==> config.mk <==
export PLATFORM = sky130hd
export DESIGN_NAME = ufc_fifo_control
export DESIGN_NICKNAME = d
export VERILOG_FILES = /design/src/ufc_fifo_control.v
export VERILOG_INCLUDE_DIRS = /design/src
export SDC_FILE = /design/constraint.sdc
export NUM_CORES = 1
export LEC_CHECK = 0
export BUFFER_PORTS_ARGS = -buffer_cell sky130_fd_sc_hd__buf_2
export CAP_MARGIN = 20
export CORE_UTILIZATION = 57
export CTS_CLUSTER_DIAMETER = 50
export CTS_CLUSTER_SIZE = 25
export DETAILED_ROUTE_END_ITERATION = 10
export PLACE_DENSITY_LB_ADDON = 0.15
export SYNTH_ARGS = -nofsm -noshare
export SYNTH_HDL_FRONTEND = slang
export SYNTH_SLANG_ARGS = --single-unit
==> constraint.sdc <==
create_clock -name clk -period 7.6 [get_ports clk]
set_input_delay 2.28 -clock clk [delete_from_list [all_inputs] [get_ports clk]]
set_output_delay 2.28 -clock clk [all_outputs]
set_load 0.01 [all_outputs]
==> src/ufc_defines.vh <==
// Purpose: constants shared by the fifo control block
// Assumes: 32-bit ahb-lite register bus, byte addresses
// Notes: offsets are byte addresses of aligned words
`ifndef UFC_DEFINES_VH
`define UFC_DEFINES_VH

// ********************************
// register map
// ********************************
`define UFC_OFS_CTRL 8'h00
`define UFC_OFS_COUNT 8'h04
`define UFC_OFS_TXDATA 8'h08
`define UFC_OFS_RXDATA 8'h0c
`define UFC_OFS_IRQ_STAT 8'h10
`define UFC_OFS_IRQ_CLR 8'h14
`define UFC_OFS_IRQ_EN 8'h18
`define UFC_OFS_BAUD 8'h1c

// ********************************
// field positions and reset values
// ********************************
`define UFC_CTRL_RESET 8'h00
`define UFC_BIT_LOOP 0
`define UFC_BIT_RXCLR 1
`define UFC_BIT_TXCLR 2
`define UFC_BIT_MCE 3
`define UFC_TTRG_LSB 4
`define UFC_RTRG_LSB 6
`define UFC_BAUD_RESET 11'h000
`define UFC_BAUD_EXT 10
`define UFC_IRQ_RXFULL 0
`define UFC_IRQ_TXLOW 1

// ********************************
// thresholds and timing
// ********************************
`define UFC_RTRG_00 5'h01
`define UFC_RTRG_01 5'h04
`define UFC_RTRG_10 5'h08
`define UFC_RTRG_11 5'h0e
`define UFC_TTRG_00 5'h08
`define UFC_TTRG_01 5'h04
`define UFC_TTRG_10 5'h02
`define UFC_TTRG_11 5'h01
`define UFC_RTS_LEVEL 5'h0f
`define UFC_OVERSAMPLE 4'hf
`define UFC_HALF_BIT 4'h7
`define UFC_FRAME_BITS 4'h9
`define UFC_DATA_BITS 4'h8

`endif

==> src/ufc_fifo_control.v <==
// Purpose: fifo control, fill counts and a minimal 8n1 engine of a serial port
// Assumes: single clk domain, rst_n async low, ahb-lite slave with zero wait
// Notes: standby input acts like a synchronous reset of fifos and control
//
// What this block does
// - rx flag when count exceeds selected threshold
// - tx flag when unsent count below threshold
// - modem disabled: cts seen low, rts zero
// - tx clear bit empties transmit fifo
// - rx clear bit empties receive fifo
// - reset or standby empties both fifos
// - loop bit routes tx into rx
// - control register zero on reset, standby
// - control register always readable, writable except while standby holds it at zero
// - tx count in bits 12 to 8
// - rx count in bits 4 to 0
// - count register read-only, resets to zero
// - prescale 0 divisor 0 gives clk/32
// - sixteen-entry byte fifo each direction
`include "ufc_defines.vh"

module ufc_fifo_control #(
  parameter DEPTH_LOG2 = 4
) (
  input wire clk,
  input wire rst_n,
  input wire standby,
  input wire hsel,
  input wire [31:0] haddr,
  input wire [1:0] htrans,
  input wire hwrite,
  input wire [2:0] hsize,
  input wire [31:0] hwdata,
  input wire hready,
  output reg [31:0] hrdata,
  output wire hreadyout,
  output wire hresp,
  output reg txd,
  input wire rxd,
  input wire cts_n,
  output wire rts_n,
  input wire sck_in,
  output wire irq
);

  localparam DEPTH = 1 << DEPTH_LOG2;
  localparam [4:0] FULL_COUNT = DEPTH;
  localparam TX_IDLE = 1'b0;
  localparam TX_SEND = 1'b1;

  // ********************************
  // helpers
  // ********************************
  // receive trigger decode
  function [4:0] rx_thr;
    input [1:0] sel;
    rx_thr = sel[1] ? (sel[0] ? `UFC_RTRG_11 : `UFC_RTRG_10)
                    : (sel[0] ? `UFC_RTRG_01 : `UFC_RTRG_00);
  endfunction
  // transmit trigger decode
  function [4:0] tx_thr;
    input [1:0] sel;
    tx_thr = sel[1] ? (sel[0] ? `UFC_TTRG_11 : `UFC_TTRG_10)
                    : (sel[0] ? `UFC_TTRG_01 : `UFC_TTRG_00);
  endfunction

  // ********************************
  // registers and state
  // ********************************
  reg [7:0] fifo_control_reg;
  reg [10:0] baud_reg;
  reg [1:0] irq_stat;
  reg [1:0] irq_en;
  reg [7:0] tx_mem [0:DEPTH-1];
  reg [7:0] rx_mem [0:DEPTH-1];
  reg [DEPTH_LOG2-1:0] tx_rd, tx_wr, rx_rd, rx_wr;
  reg [4:0] tx_count_field, rx_count_field;
  reg ph_write, ph_valid;
  reg [7:0] ph_addr;
  reg rxd_s1, rxd_s2, cts_s1, cts_s2, sck_s1, sck_s2, sck_s3;
  reg [15:0] div_cnt;
  reg tx_state;
  reg [9:0] tx_shift;
  reg [3:0] tx_sub, tx_bits;
  reg rx_busy;
  reg [3:0] rx_sub, rx_bits;
  reg [7:0] rx_shift;
  wire loop_on = fifo_control_reg[`UFC_BIT_LOOP];
  wire modem_ctl_enable = fifo_control_reg[`UFC_BIT_MCE];
  wire tx_clr = fifo_control_reg[`UFC_BIT_TXCLR] | standby;
  wire rx_clr = fifo_control_reg[`UFC_BIT_RXCLR] | standby;
  wire [4:0] rx_trig = rx_thr(fifo_control_reg[`UFC_RTRG_LSB+1:`UFC_RTRG_LSB]);
  wire [4:0] tx_trig = tx_thr(fifo_control_reg[`UFC_TTRG_LSB+1:`UFC_TTRG_LSB]);
  wire rx_full_flag = rx_count_field > rx_trig;
  wire tx_low_flag = tx_count_field < tx_trig;

  // ********************************
  // bus slave
  // ********************************
  // zero wait state, always okay: standby locks out control and tx data writes
  assign hreadyout = 1'b1;
  assign hresp = 1'b0;
  wire addr_ok = hsel & hready & htrans[1];
  wire rd_now = addr_ok & ~hwrite;
  wire [7:0] a_now = haddr[7:0];
  wire wr_do = ph_valid & ph_write;
  wire pop_rx = rd_now & (a_now == `UFC_OFS_RXDATA) & (rx_count_field != 5'h00) & ~rx_clr;
  wire push_tx = wr_do & (ph_addr == `UFC_OFS_TXDATA) & (tx_count_field != FULL_COUNT)
                 & ~tx_clr;
  // capture the address phase for the following data phase
  always @(posedge clk or negedge rst_n) begin
    if (!rst_n) begin
      ph_valid <= 1'b0;
      ph_write <= 1'b0;
      ph_addr <= 8'h00;
    end else begin
      ph_valid <= addr_ok;
      ph_write <= hwrite;
      ph_addr <= a_now;
    end
  end
  // read data registered at the address phase so it stands in the data phase
  always @(posedge clk or negedge rst_n) begin
    if (!rst_n) begin
      hrdata <= 32'h00000000;
    end else if (rd_now) begin
      case (a_now)
        `UFC_OFS_CTRL: hrdata <= {24'h000000, fifo_control_reg};
        `UFC_OFS_COUNT: hrdata <= {19'h00000, tx_count_field, 3'h0, rx_count_field};
        `UFC_OFS_RXDATA: hrdata <= {24'h000000, pop_rx ? rx_mem[rx_rd] : 8'h00};
        `UFC_OFS_IRQ_STAT: hrdata <= {22'h000000, tx_low_flag, rx_full_flag, 6'h00, irq_stat};
        `UFC_OFS_IRQ_EN: hrdata <= {30'h00000000, irq_en};
        `UFC_OFS_BAUD: hrdata <= {21'h000000, baud_reg};
        default: hrdata <= 32'h00000000;
      endcase
    end
  end
  // control, baud and enable writes; standby forces control back to zero
  always @(posedge clk or negedge rst_n) begin
    if (!rst_n) begin
      fifo_control_reg <= `UFC_CTRL_RESET;
      baud_reg <= `UFC_BAUD_RESET;
      irq_en <= 2'b00;
    end else begin
      if (standby) begin
        fifo_control_reg <= `UFC_CTRL_RESET;
      end else if (wr_do && ph_addr == `UFC_OFS_CTRL) begin
        fifo_control_reg <= hwdata[7:0];
      end
      if (wr_do && ph_addr == `UFC_OFS_BAUD) begin
        baud_reg <= hwdata[10:0];
      end
      if (wr_do && ph_addr == `UFC_OFS_IRQ_EN) begin
        irq_en <= hwdata[1:0];
      end
    end
  end
  // sticky events; a level still present re-sets over a clear
  always @(posedge clk or negedge rst_n) begin
    if (!rst_n) begin
      irq_stat <= 2'b00;
    end else begin
      irq_stat[`UFC_IRQ_RXFULL] <= rx_full_flag | (irq_stat[`UFC_IRQ_RXFULL] &
        ~(wr_do && ph_addr == `UFC_OFS_IRQ_CLR && hwdata[`UFC_IRQ_RXFULL]));
      irq_stat[`UFC_IRQ_TXLOW] <= tx_low_flag | (irq_stat[`UFC_IRQ_TXLOW] &
        ~(wr_do && ph_addr == `UFC_OFS_IRQ_CLR && hwdata[`UFC_IRQ_TXLOW]));
    end
  end
  assign irq = |(irq_stat & irq_en);

  // ********************************
  // pin synchronisers
  // ********************************
  always @(posedge clk or negedge rst_n) begin
    if (!rst_n) begin
      rxd_s1 <= 1'b1;
      rxd_s2 <= 1'b1;
      cts_s1 <= 1'b1;
      cts_s2 <= 1'b1;
      sck_s1 <= 1'b0;
      sck_s2 <= 1'b0;
      sck_s3 <= 1'b0;
    end else begin
      rxd_s1 <= rxd;
      rxd_s2 <= rxd_s1;
      cts_s1 <= cts_n;
      cts_s2 <= cts_s1;
      sck_s1 <= sck_in;
      sck_s2 <= sck_s1;
      sck_s3 <= sck_s2;
    end
  end

  // modem lines: disabled means clear-to-send always and rts held at zero
  wire cts_seen_n = modem_ctl_enable ? cts_s2 : 1'b0;
  assign rts_n = modem_ctl_enable ? (rx_count_field >= `UFC_RTS_LEVEL) : 1'b0;
  // loopback: pin ignored, receiver sees our own transmit line
  wire rx_line = loop_on ? tx_shift[0] | (tx_state == TX_IDLE) : rxd_s2;

  // ********************************
  // oversample tick
  // ********************************
  // internal tick every 2*(N+1)*4^n clocks, so n=0 N=0 gives clk/32 per bit
  wire [15:0] div_end = ({8'h00, baud_reg[7:0]} + 16'h0001)
                        << ({baud_reg[9:8], 1'b0} + 3'h1);
  wire int_tick = (div_cnt >= div_end - 16'h0001);
  // external 16x clock: one tick per rising edge, needs sck_in <= clk/4
  wire ext_tick = sck_s2 & ~sck_s3;
  wire tick = baud_reg[`UFC_BAUD_EXT] ? ext_tick : int_tick;
  always @(posedge clk or negedge rst_n) begin
    if (!rst_n) begin
      div_cnt <= 16'h0000;
    end else if (int_tick || standby) begin
      div_cnt <= 16'h0000;
    end else begin
      div_cnt <= div_cnt + 16'h0001;
    end
  end

  // ********************************
  // transmit fifo and engine
  // ********************************
  wire tx_start = (tx_state == TX_IDLE) & (tx_count_field != 5'h00) & ~cts_seen_n
                  & ~tx_clr & tick;
  always @(posedge clk) begin
    if (push_tx) begin
      tx_mem[tx_wr] <= hwdata[7:0];
    end
  end
  // pointers and counts; clear discards everything pending
  always @(posedge clk or negedge rst_n) begin
    if (!rst_n) begin
      tx_wr <= {DEPTH_LOG2{1'b0}};
      tx_rd <= {DEPTH_LOG2{1'b0}};
      tx_count_field <= 5'h00;
    end else if (tx_clr) begin
      tx_wr <= {DEPTH_LOG2{1'b0}};
      tx_rd <= {DEPTH_LOG2{1'b0}};
      tx_count_field <= 5'h00;
    end else begin
      if (push_tx) begin
        tx_wr <= tx_wr + 1'b1;
      end
      if (tx_start) begin
        tx_rd <= tx_rd + 1'b1;
      end
      tx_count_field <= tx_count_field + {4'h0, push_tx} - {4'h0, tx_start};
    end
  end

  // frame: start, eight data lsb first, stop; sixteen ticks per bit
  always @(posedge clk or negedge rst_n) begin
    if (!rst_n) begin
      tx_state <= TX_IDLE;
      tx_shift <= 10'h3ff;
      tx_sub <= 4'h0;
      tx_bits <= 4'h0;
      txd <= 1'b1;
    end else begin
      txd <= loop_on ? 1'b1 : (tx_state == TX_IDLE) | tx_shift[0];
      case (tx_state)
        TX_IDLE: begin
          if (tx_start) begin
            tx_shift <= {1'b1, tx_mem[tx_rd], 1'b0};
            tx_sub <= 4'h0;
            tx_bits <= 4'h0;
            tx_state <= TX_SEND;
          end
        end
        TX_SEND: begin
          if (tx_clr) begin
            tx_state <= TX_IDLE;
            tx_shift <= 10'h3ff;
          end else if (tick) begin
            tx_sub <= tx_sub + 4'h1;
            if (tx_sub == `UFC_OVERSAMPLE) begin
              tx_shift <= {1'b1, tx_shift[9:1]};
              tx_bits <= tx_bits + 4'h1;
              if (tx_bits == `UFC_FRAME_BITS) begin
                tx_state <= TX_IDLE;
              end
            end
          end
        end
        default: tx_state <= TX_IDLE;
      endcase
    end
  end

  // ********************************
  // receive engine and fifo
  // ********************************
  wire rx_done = rx_busy & tick & (rx_sub == `UFC_OVERSAMPLE)
                 & (rx_bits == `UFC_DATA_BITS);
  wire push_rx = rx_done & rx_line & (rx_count_field != FULL_COUNT) & ~rx_clr;
  // start seen low at mid bit, then sample each bit centre; bad stop drops it
  always @(posedge clk or negedge rst_n) begin
    if (!rst_n) begin
      rx_busy <= 1'b0;
      rx_sub <= 4'h0;
      rx_bits <= 4'h0;
      rx_shift <= 8'h00;
    end else if (rx_clr) begin
      rx_busy <= 1'b0;
      rx_sub <= 4'h0;
    end else if (tick) begin
      if (!rx_busy) begin
        if (!rx_line) begin
          rx_sub <= rx_sub + 4'h1;
          if (rx_sub == `UFC_HALF_BIT) begin
            rx_busy <= 1'b1;
            rx_sub <= 4'h0;
            rx_bits <= 4'h0;
          end
        end else begin
          rx_sub <= 4'h0;
        end
      end else begin
        rx_sub <= rx_sub + 4'h1;
        if (rx_sub == `UFC_OVERSAMPLE) begin
          rx_bits <= rx_bits + 4'h1;
          if (rx_bits == `UFC_DATA_BITS) begin
            rx_busy <= 1'b0;
          end else begin
            rx_shift <= {rx_line, rx_shift[7:1]};
          end
        end
      end
    end
  end

  always @(posedge clk) begin
    if (push_rx) begin
      rx_mem[rx_wr] <= rx_shift;
    end
  end

  // overrun: a byte arriving to a full fifo is lost
  always @(posedge clk or negedge rst_n) begin
    if (!rst_n) begin
      rx_wr <= {DEPTH_LOG2{1'b0}};
      rx_rd <= {DEPTH_LOG2{1'b0}};
      rx_count_field <= 5'h00;
    end else if (rx_clr) begin
      rx_wr <= {DEPTH_LOG2{1'b0}};
      rx_rd <= {DEPTH_LOG2{1'b0}};
      rx_count_field <= 5'h00;
    end else begin
      if (push_rx) begin
        rx_wr <= rx_wr + 1'b1;
      end
      if (pop_rx) begin
        rx_rd <= rx_rd + 1'b1;
      end
      rx_count_field <= rx_count_field + {4'h0, push_rx} - {4'h0, pop_rx};
    end
  end

endmodule // ufc_fifo_control

* Yosys cells after proc, flatten, opt, wreduce, memory -nomap -nowiden *
Memories as Yosys holds them, arrays and structs flattened.
Index checks and enable logic that the tools add are counted.

word-level totals
  bits in registers = 151
  bits in writable memories = 256
  input bits = 78
  output and inout port bits = 37
  word-level logic and storage cells = 205
  memories = 2

operators by class
  add/sub/neg operators = 16
  order comparisons = 4
  equality and inequality tests = 24
  shift-type cells = 1
  multiplexer cells = 65
  bitwise logic cells = 38
  reductions and logical operators = 24

memory list
  name    words  bits a word  rd ports  clocked after memory_dff  write ports  line                   text
  rx_mem  16     8            1         0                         1            ufc_fifo_control.v:75  reg [7:0] rx_mem [0:DEPTH-1];
  tx_mem  16     8            1         0                         1            ufc_fifo_control.v:74  reg [7:0] tx_mem [0:DEPTH-1];

operators by type and width
  kind                                                 count
  2-to-1 mux 4 bit                                     26
  case mux 13 bit (6 select lines)                     1
  == test 8 x 5 -> 1 bit (second input constant)       6
  2-to-1 mux 10 bit                                    4
  adder 4 x 1 -> 4 bit (second input constant)         8
  2-to-1 mux 8 bit                                     3
  AND 1 bit                                            23
  2-to-1 mux 1 bit                                     21
  case mux 10 bit (2 select lines)                     1
  adder 16 x 1 -> 16 bit (second input constant)       1
  == test 4 bit (second input constant)                4
  == test 8 x 4 -> 1 bit (second input constant)       2
  greater-or-equal comparator 16 bit                   1
  zero test 8 bit                                      2
  2-to-1 mux 16 bit                                    1
  case mux 4 bit (2 select lines)                      2
  << shifter 9 x 3 -> 16 bit                           1
  subtractor 16 x 1 -> 16 bit (second input constant)  1
  nonzero test 2 bit                                   7
  adder 5 x 1 -> 5 bit                                 2
  2-to-1 mux 5 bit                                     2
  inequality test 5 bit (second input constant)        2
  AND reduction 5 bit                                  2
  nonzero test 5 bit                                   2
  other kinds (22)                                     47

* Longest topological paths before layout *
  word-level depth = 14
  gate-level depth with buffers = 30
  gate-level depth less buffers = 28

* Worst setup path after synthesis *
OpenSTA, ideal clock, no wires.

  path type = reg-to-reg
  from = register baud_reg[9]
  to = register tx_count_field[4]
  setup time = 0.078 ns
  arrival time = 6.002 ns
  required time = 7.522 ns
  slack = 1.520 ns
  stages on the path, launching flop included = 29
  buffers on the path = 5
  clock period less this slack = 6.080 ns
  path through = dfrtp_1 > clkbuf_1 > clkbuf_1 > buf_1 > or3_1 > ha_1 > inv_1 > a2111o_1 > a211oi_4 > o2111ai_2 > or2_0 > and2_1 > ha_1 > a21o_1 > a21o_1 > a221oi_1 > o211ai_1 > buf_2 > nand3_1 > clkbuf_1 > inv_1 > ha_1 > inv_1 > ha_1 > fa_1 > a21oi_1 > nor2_1 > or3_1 > a21oi_1

on the way
  cells in the longest elaborated chain, start to end = 8

RTL lines
  item                                line                    text
  start, declared                     ufc_fifo_control.v:71   reg [10:0] baud_reg;
  start signal, assigned              ufc_fifo_control.v:142  baud_reg <= `UFC_BAUD_RESET;
  start signal, assigned              ufc_fifo_control.v:151  baud_reg <= hwdata[10:0];
  adder 3 x 1 -> 3 bit                ufc_fifo_control.v:205  << ({baud_reg[9:8], 1'b0} + 3'h1);
  << shifter 9 x 3 -> 16 bit          ufc_fifo_control.v:204  wire [15:0] div_end = ({8'h00, baud_reg[7:0]} + 16'h0001)
  subtractor 16 x 1 -> 16 bit         ufc_fifo_control.v:206  wire int_tick = (div_cnt >= div_end - 16'h0001);
  greater-or-equal comparator 16 bit  ufc_fifo_control.v:206
  2-to-1 mux 1 bit                    ufc_fifo_control.v:209  wire tick = baud_reg[`UFC_BAUD_EXT] ? ext_tick : int_tick;
  AND 1 bit                           ufc_fifo_control.v:224  & ~tx_clr & tick;
  subtractor 5 x 1 -> 5 bit           ufc_fifo_control.v:247  tx_count_field <= tx_count_field + {4'h0, push_tx} - {4'h0, tx_start};
  2-to-1 mux 5 bit                    ufc_fifo_control.v:236  end else if (tx_clr) begin
  end signal, assigned                ufc_fifo_control.v:247
  end, declared                       ufc_fifo_control.v:77   reg [4:0] tx_count_field, rx_count_field;

No other way between the ends.
A chain may end at the register's enable or synchronous reset.

* Worst setup path after layout *
  from = register baud_reg[0]
  to = register tx_count_field[4]

on the way
  cells in the longest elaborated chain, start to end = 8

RTL lines
  item                                line
  adder 8 x 1 -> 9 bit                ufc_fifo_control.v:204
  << shifter 9 x 3 -> 16 bit          ufc_fifo_control.v:204
  subtractor 16 x 1 -> 16 bit         ufc_fifo_control.v:206
  greater-or-equal comparator 16 bit  ufc_fifo_control.v:206
  2-to-1 mux 1 bit                    ufc_fifo_control.v:209
  AND 1 bit                           ufc_fifo_control.v:224
  subtractor 5 x 1 -> 5 bit           ufc_fifo_control.v:247
  2-to-1 mux 5 bit                    ufc_fifo_control.v:236

No other way between the ends.

==> impl_metrics.json <==
{
  "worstMarginPinSlew_ns": 1.02,
  "synth.area.top_cells": "edfxtp_1 43%, dfrtp_1 16%, mux4_2 10%",
  "die_w_um": 179,
  "postRouteAntennaNets": 0,
  "grt_pass1_vias": 10000,
  "h-tree-depth": 2,
  "wl_per_cell_um": 21.5,
  "synth.distinct_cells": 73,
  "dp_hpwl_mm": 24.2,
  "grt_antenna_before_repair": 1,
  "cts_sinks": 387,
  "area_delta_synth_final_pct": 10.0,
  "grt_pass1_wl_mm": 56.9,
  "clk_pin_slew_ns": 0.05,
  "grt-ovfl-total": 0,
  "yosysWarnings": 0,
  "timing.critical_path.mode_cell": "ha_1",
  "routed-via-count": 10200,
  "cts-root-buf": "clkbuf_16",
  "drive_gt1_share_pct": 20.2,
  "worst_path_largest_cell_delay_ns": 0.56,
  "slew_viol_final": 0,
  "rsz0062_at_grt": "no",
  "p_leak_nw": 7.27,
  "place.port_buffers": 44,
  "setup_viol": 0,
  "holdWs_ns": 0.358,
  "synth_area_leader_cell": "edfxtp_1",
  "grt_start_max_net_pins": 93,
  "cts_setup_buffers": 0,
  "synth_async_sr_flop_share_pct": 33.9,
  "gp_congestion": 0.842,
  "cp.required_ns": 8.04,
  "die_y_um": 179,
  "cts_resized": 0,
  "irDropWorstVdd_v": 0.000209,
  "layout_commonest_cell": "edfxtp_1",
  "holdBufCountCts": 0,
  "final.min_clock_period_ns": 6.63,
  "finalCritPeriodShare_pct": 87.3,
  "min_path_type": "reg -> reg",
  "status": "finished, final reports clean",
  "core_sq_um": 30700,
  "worstPathMaxFanout": 11,
  "finClkSkew_ns": 0.0350,
  "p_per_area_nw_per_um2": 238,
  "synth.yosys.seq_area_share_pct": 61.8,
  "final.setup.tns_ns": 0,
  "maxCapViolations": 0,
  "cts_buffers": 37,
  "critPathArrivalTime_ns": 7.07,
  "mostFrequentLayoutCells": "256 x edfxtp_1, 115 x dfrtp_1, 92 x nor2_1, 80 x mux4_2, 58 x nand2_1",
  "synthFlopType": "edfxtp_1",
  "critPathCaptureType": "flop",
  "cpMaxStageDelayCell": "dfrtp_1",
  "nets": 1410,
  "track_usage_pct": 24.0,
  "io_pins": 115,
  "rows": 64,
  "initial_core_util_pct": 57.9,
  "synth_edf_count": 256,
  "avgViaCountPerCell": 6.00,
  "ys_seq_elements": 387,
  "avgSynthCellArea_sq_um": 14.5,
  "drt_iter0_markers": 787,
  "netlist_instances": 1224,
  "routed_wl_mm": 36.5,
  "crit_type": "reg -> reg",
  "max_freq_mhz": 151,
  "die_area_sq_um": 31900,
  "diodes": 0,
  "syn_area_sq_um": 17800,
  "reg_top3": "rx_mem (128), tx_mem (128), div_cnt (16)",
  "max-clock-path-buffers": 3,
  "drc": 0,
  "synth.top_cell.area_share_pct": 43.3,
  "max_slew_margin_pct": 31.4,
  "hold_viol_final": 0,
  "startpoint_type": "flop",
  "cts_tree": "yes",
  "clkLatencyLatePin_ns": 0.54,
  "worstPathCellList": "ha_1 > and4_1 > a21oi_2 > a2111o_1 > a211oi_4 > o2111ai_2 > or2_0 > o311ai_1 > ha_1 > and4_1 > a221oi_1 > o211ai_1 > buf_4 > nand3_1 > buf_4 > inv_1 > ha_1 > inv_1 > ha_1 > fa_1 > a21oi_1 > nor2_1 > or3_1 > a21oi_1",
  "first_pass_iters": 5
}
-- area by class of cell --
| cell class | count | area (sq um) |
|---|---|---|
| inverter | 54 | 203 |
| sequential | 387 | 11000 |
| clock inverter | 25 | 262 |
| clock buffer | 42 | 945 |
| timing repair buffer | 68 | 404 |
| fill | 2256 | 11100 |
| multi-input combinational | 726 | 6250 |
| tap | 396 | 495 |
-- final timing paths --
check	from	endpoint	slack (ns)	cells past startpoint
setup / recovery	baud_reg[0]	tx_count_field[4]	0.97	24
hold / removal	rxd_s1	rxd_s2	0.36	0
setup reg to reg	baud_reg[0]	tx_count_field[4]	0.97	24
hold reg to reg	rxd_s1	rxd_s2	0.36	0
max in group asynchronous	rst_n	cts_s2	4.64	2
min in group asynchronous	rst_n	tx_bits[2]	1.85	1
-- cells by family (layout without fill, tap and decap cells) --
group                      after synthesis  count (layout)  share of synthesized area, %
adders and majority gates               58              58                          4.17
AOI/OAI and AO/OA                      155             155                          6.10
other                                    2              21                        0.0423
buffers and inverters                  130             189                          3.44
xor gates and xnor gates                41              41                          2.06
and+or+nand+nor                        317             317                          9.05
DFF                                    387             387                          61.8
muxes                                  134             134                          13.3
-- metal layers --
metal	up-vias	wire length, um	track usage (%)
met2	254	18300	40.4
met4	2	985	7.73
met5	-	11	0
met3	66	1740	3.50
li1	4711	-	-
met1	5162	15500	32.4
-- per-stage QoR --
stage,std cells,power [mW],utilization (%),cell area [sq um],setup slack [ns]
floorplan,1243,2.73,-,17800,1.52
CTS,1697,4.69,63.7,19500,0.981
detailed placement,1630,2.86,59.8,18300,0.986
global route,1698,4.82,63.7,19500,0.619
finish,1698,4.65,63.7,19500,0.969
global placement,1630,2.84,59.8,18300,1.04
-- cells in the mapped netlist (12+ instances only) --
cell	number
inv_1	53
mux2i_1	32
clkbuf_1	36
xnor2_1	18
and2_1	18
dfstp_2	14
buf_4	22
nand3_1	37
ha_1	56
a21oi_1	31
xor2_1	22
mux2_2	22
dfrtp_1	117
mux4_2	80
nand2_1	58
a22o_1	13
nand4_1	21
nor2_1	92
nand2b_1	13
o21ai_0	37
edfxtp_1	256
a21o_1	12
-- worst max-delay path: cells and delay by family (launching register included) --
family	cells	cell delay (ns)
AOI/OAI and AO/OA	9	2.49
adders and majority gates	5	1.50
buffers and inverters	4	0.64
DFF	1	0.56
and+or+nand+nor	6	1.35
-- power by group --
group          switching (mW)  internal (mW)
clock network           0.833           1.00
registers              0.0559           2.30
logic                   0.253          0.201
total                    1.14           3.50
(Power assumes the default switching activity.)
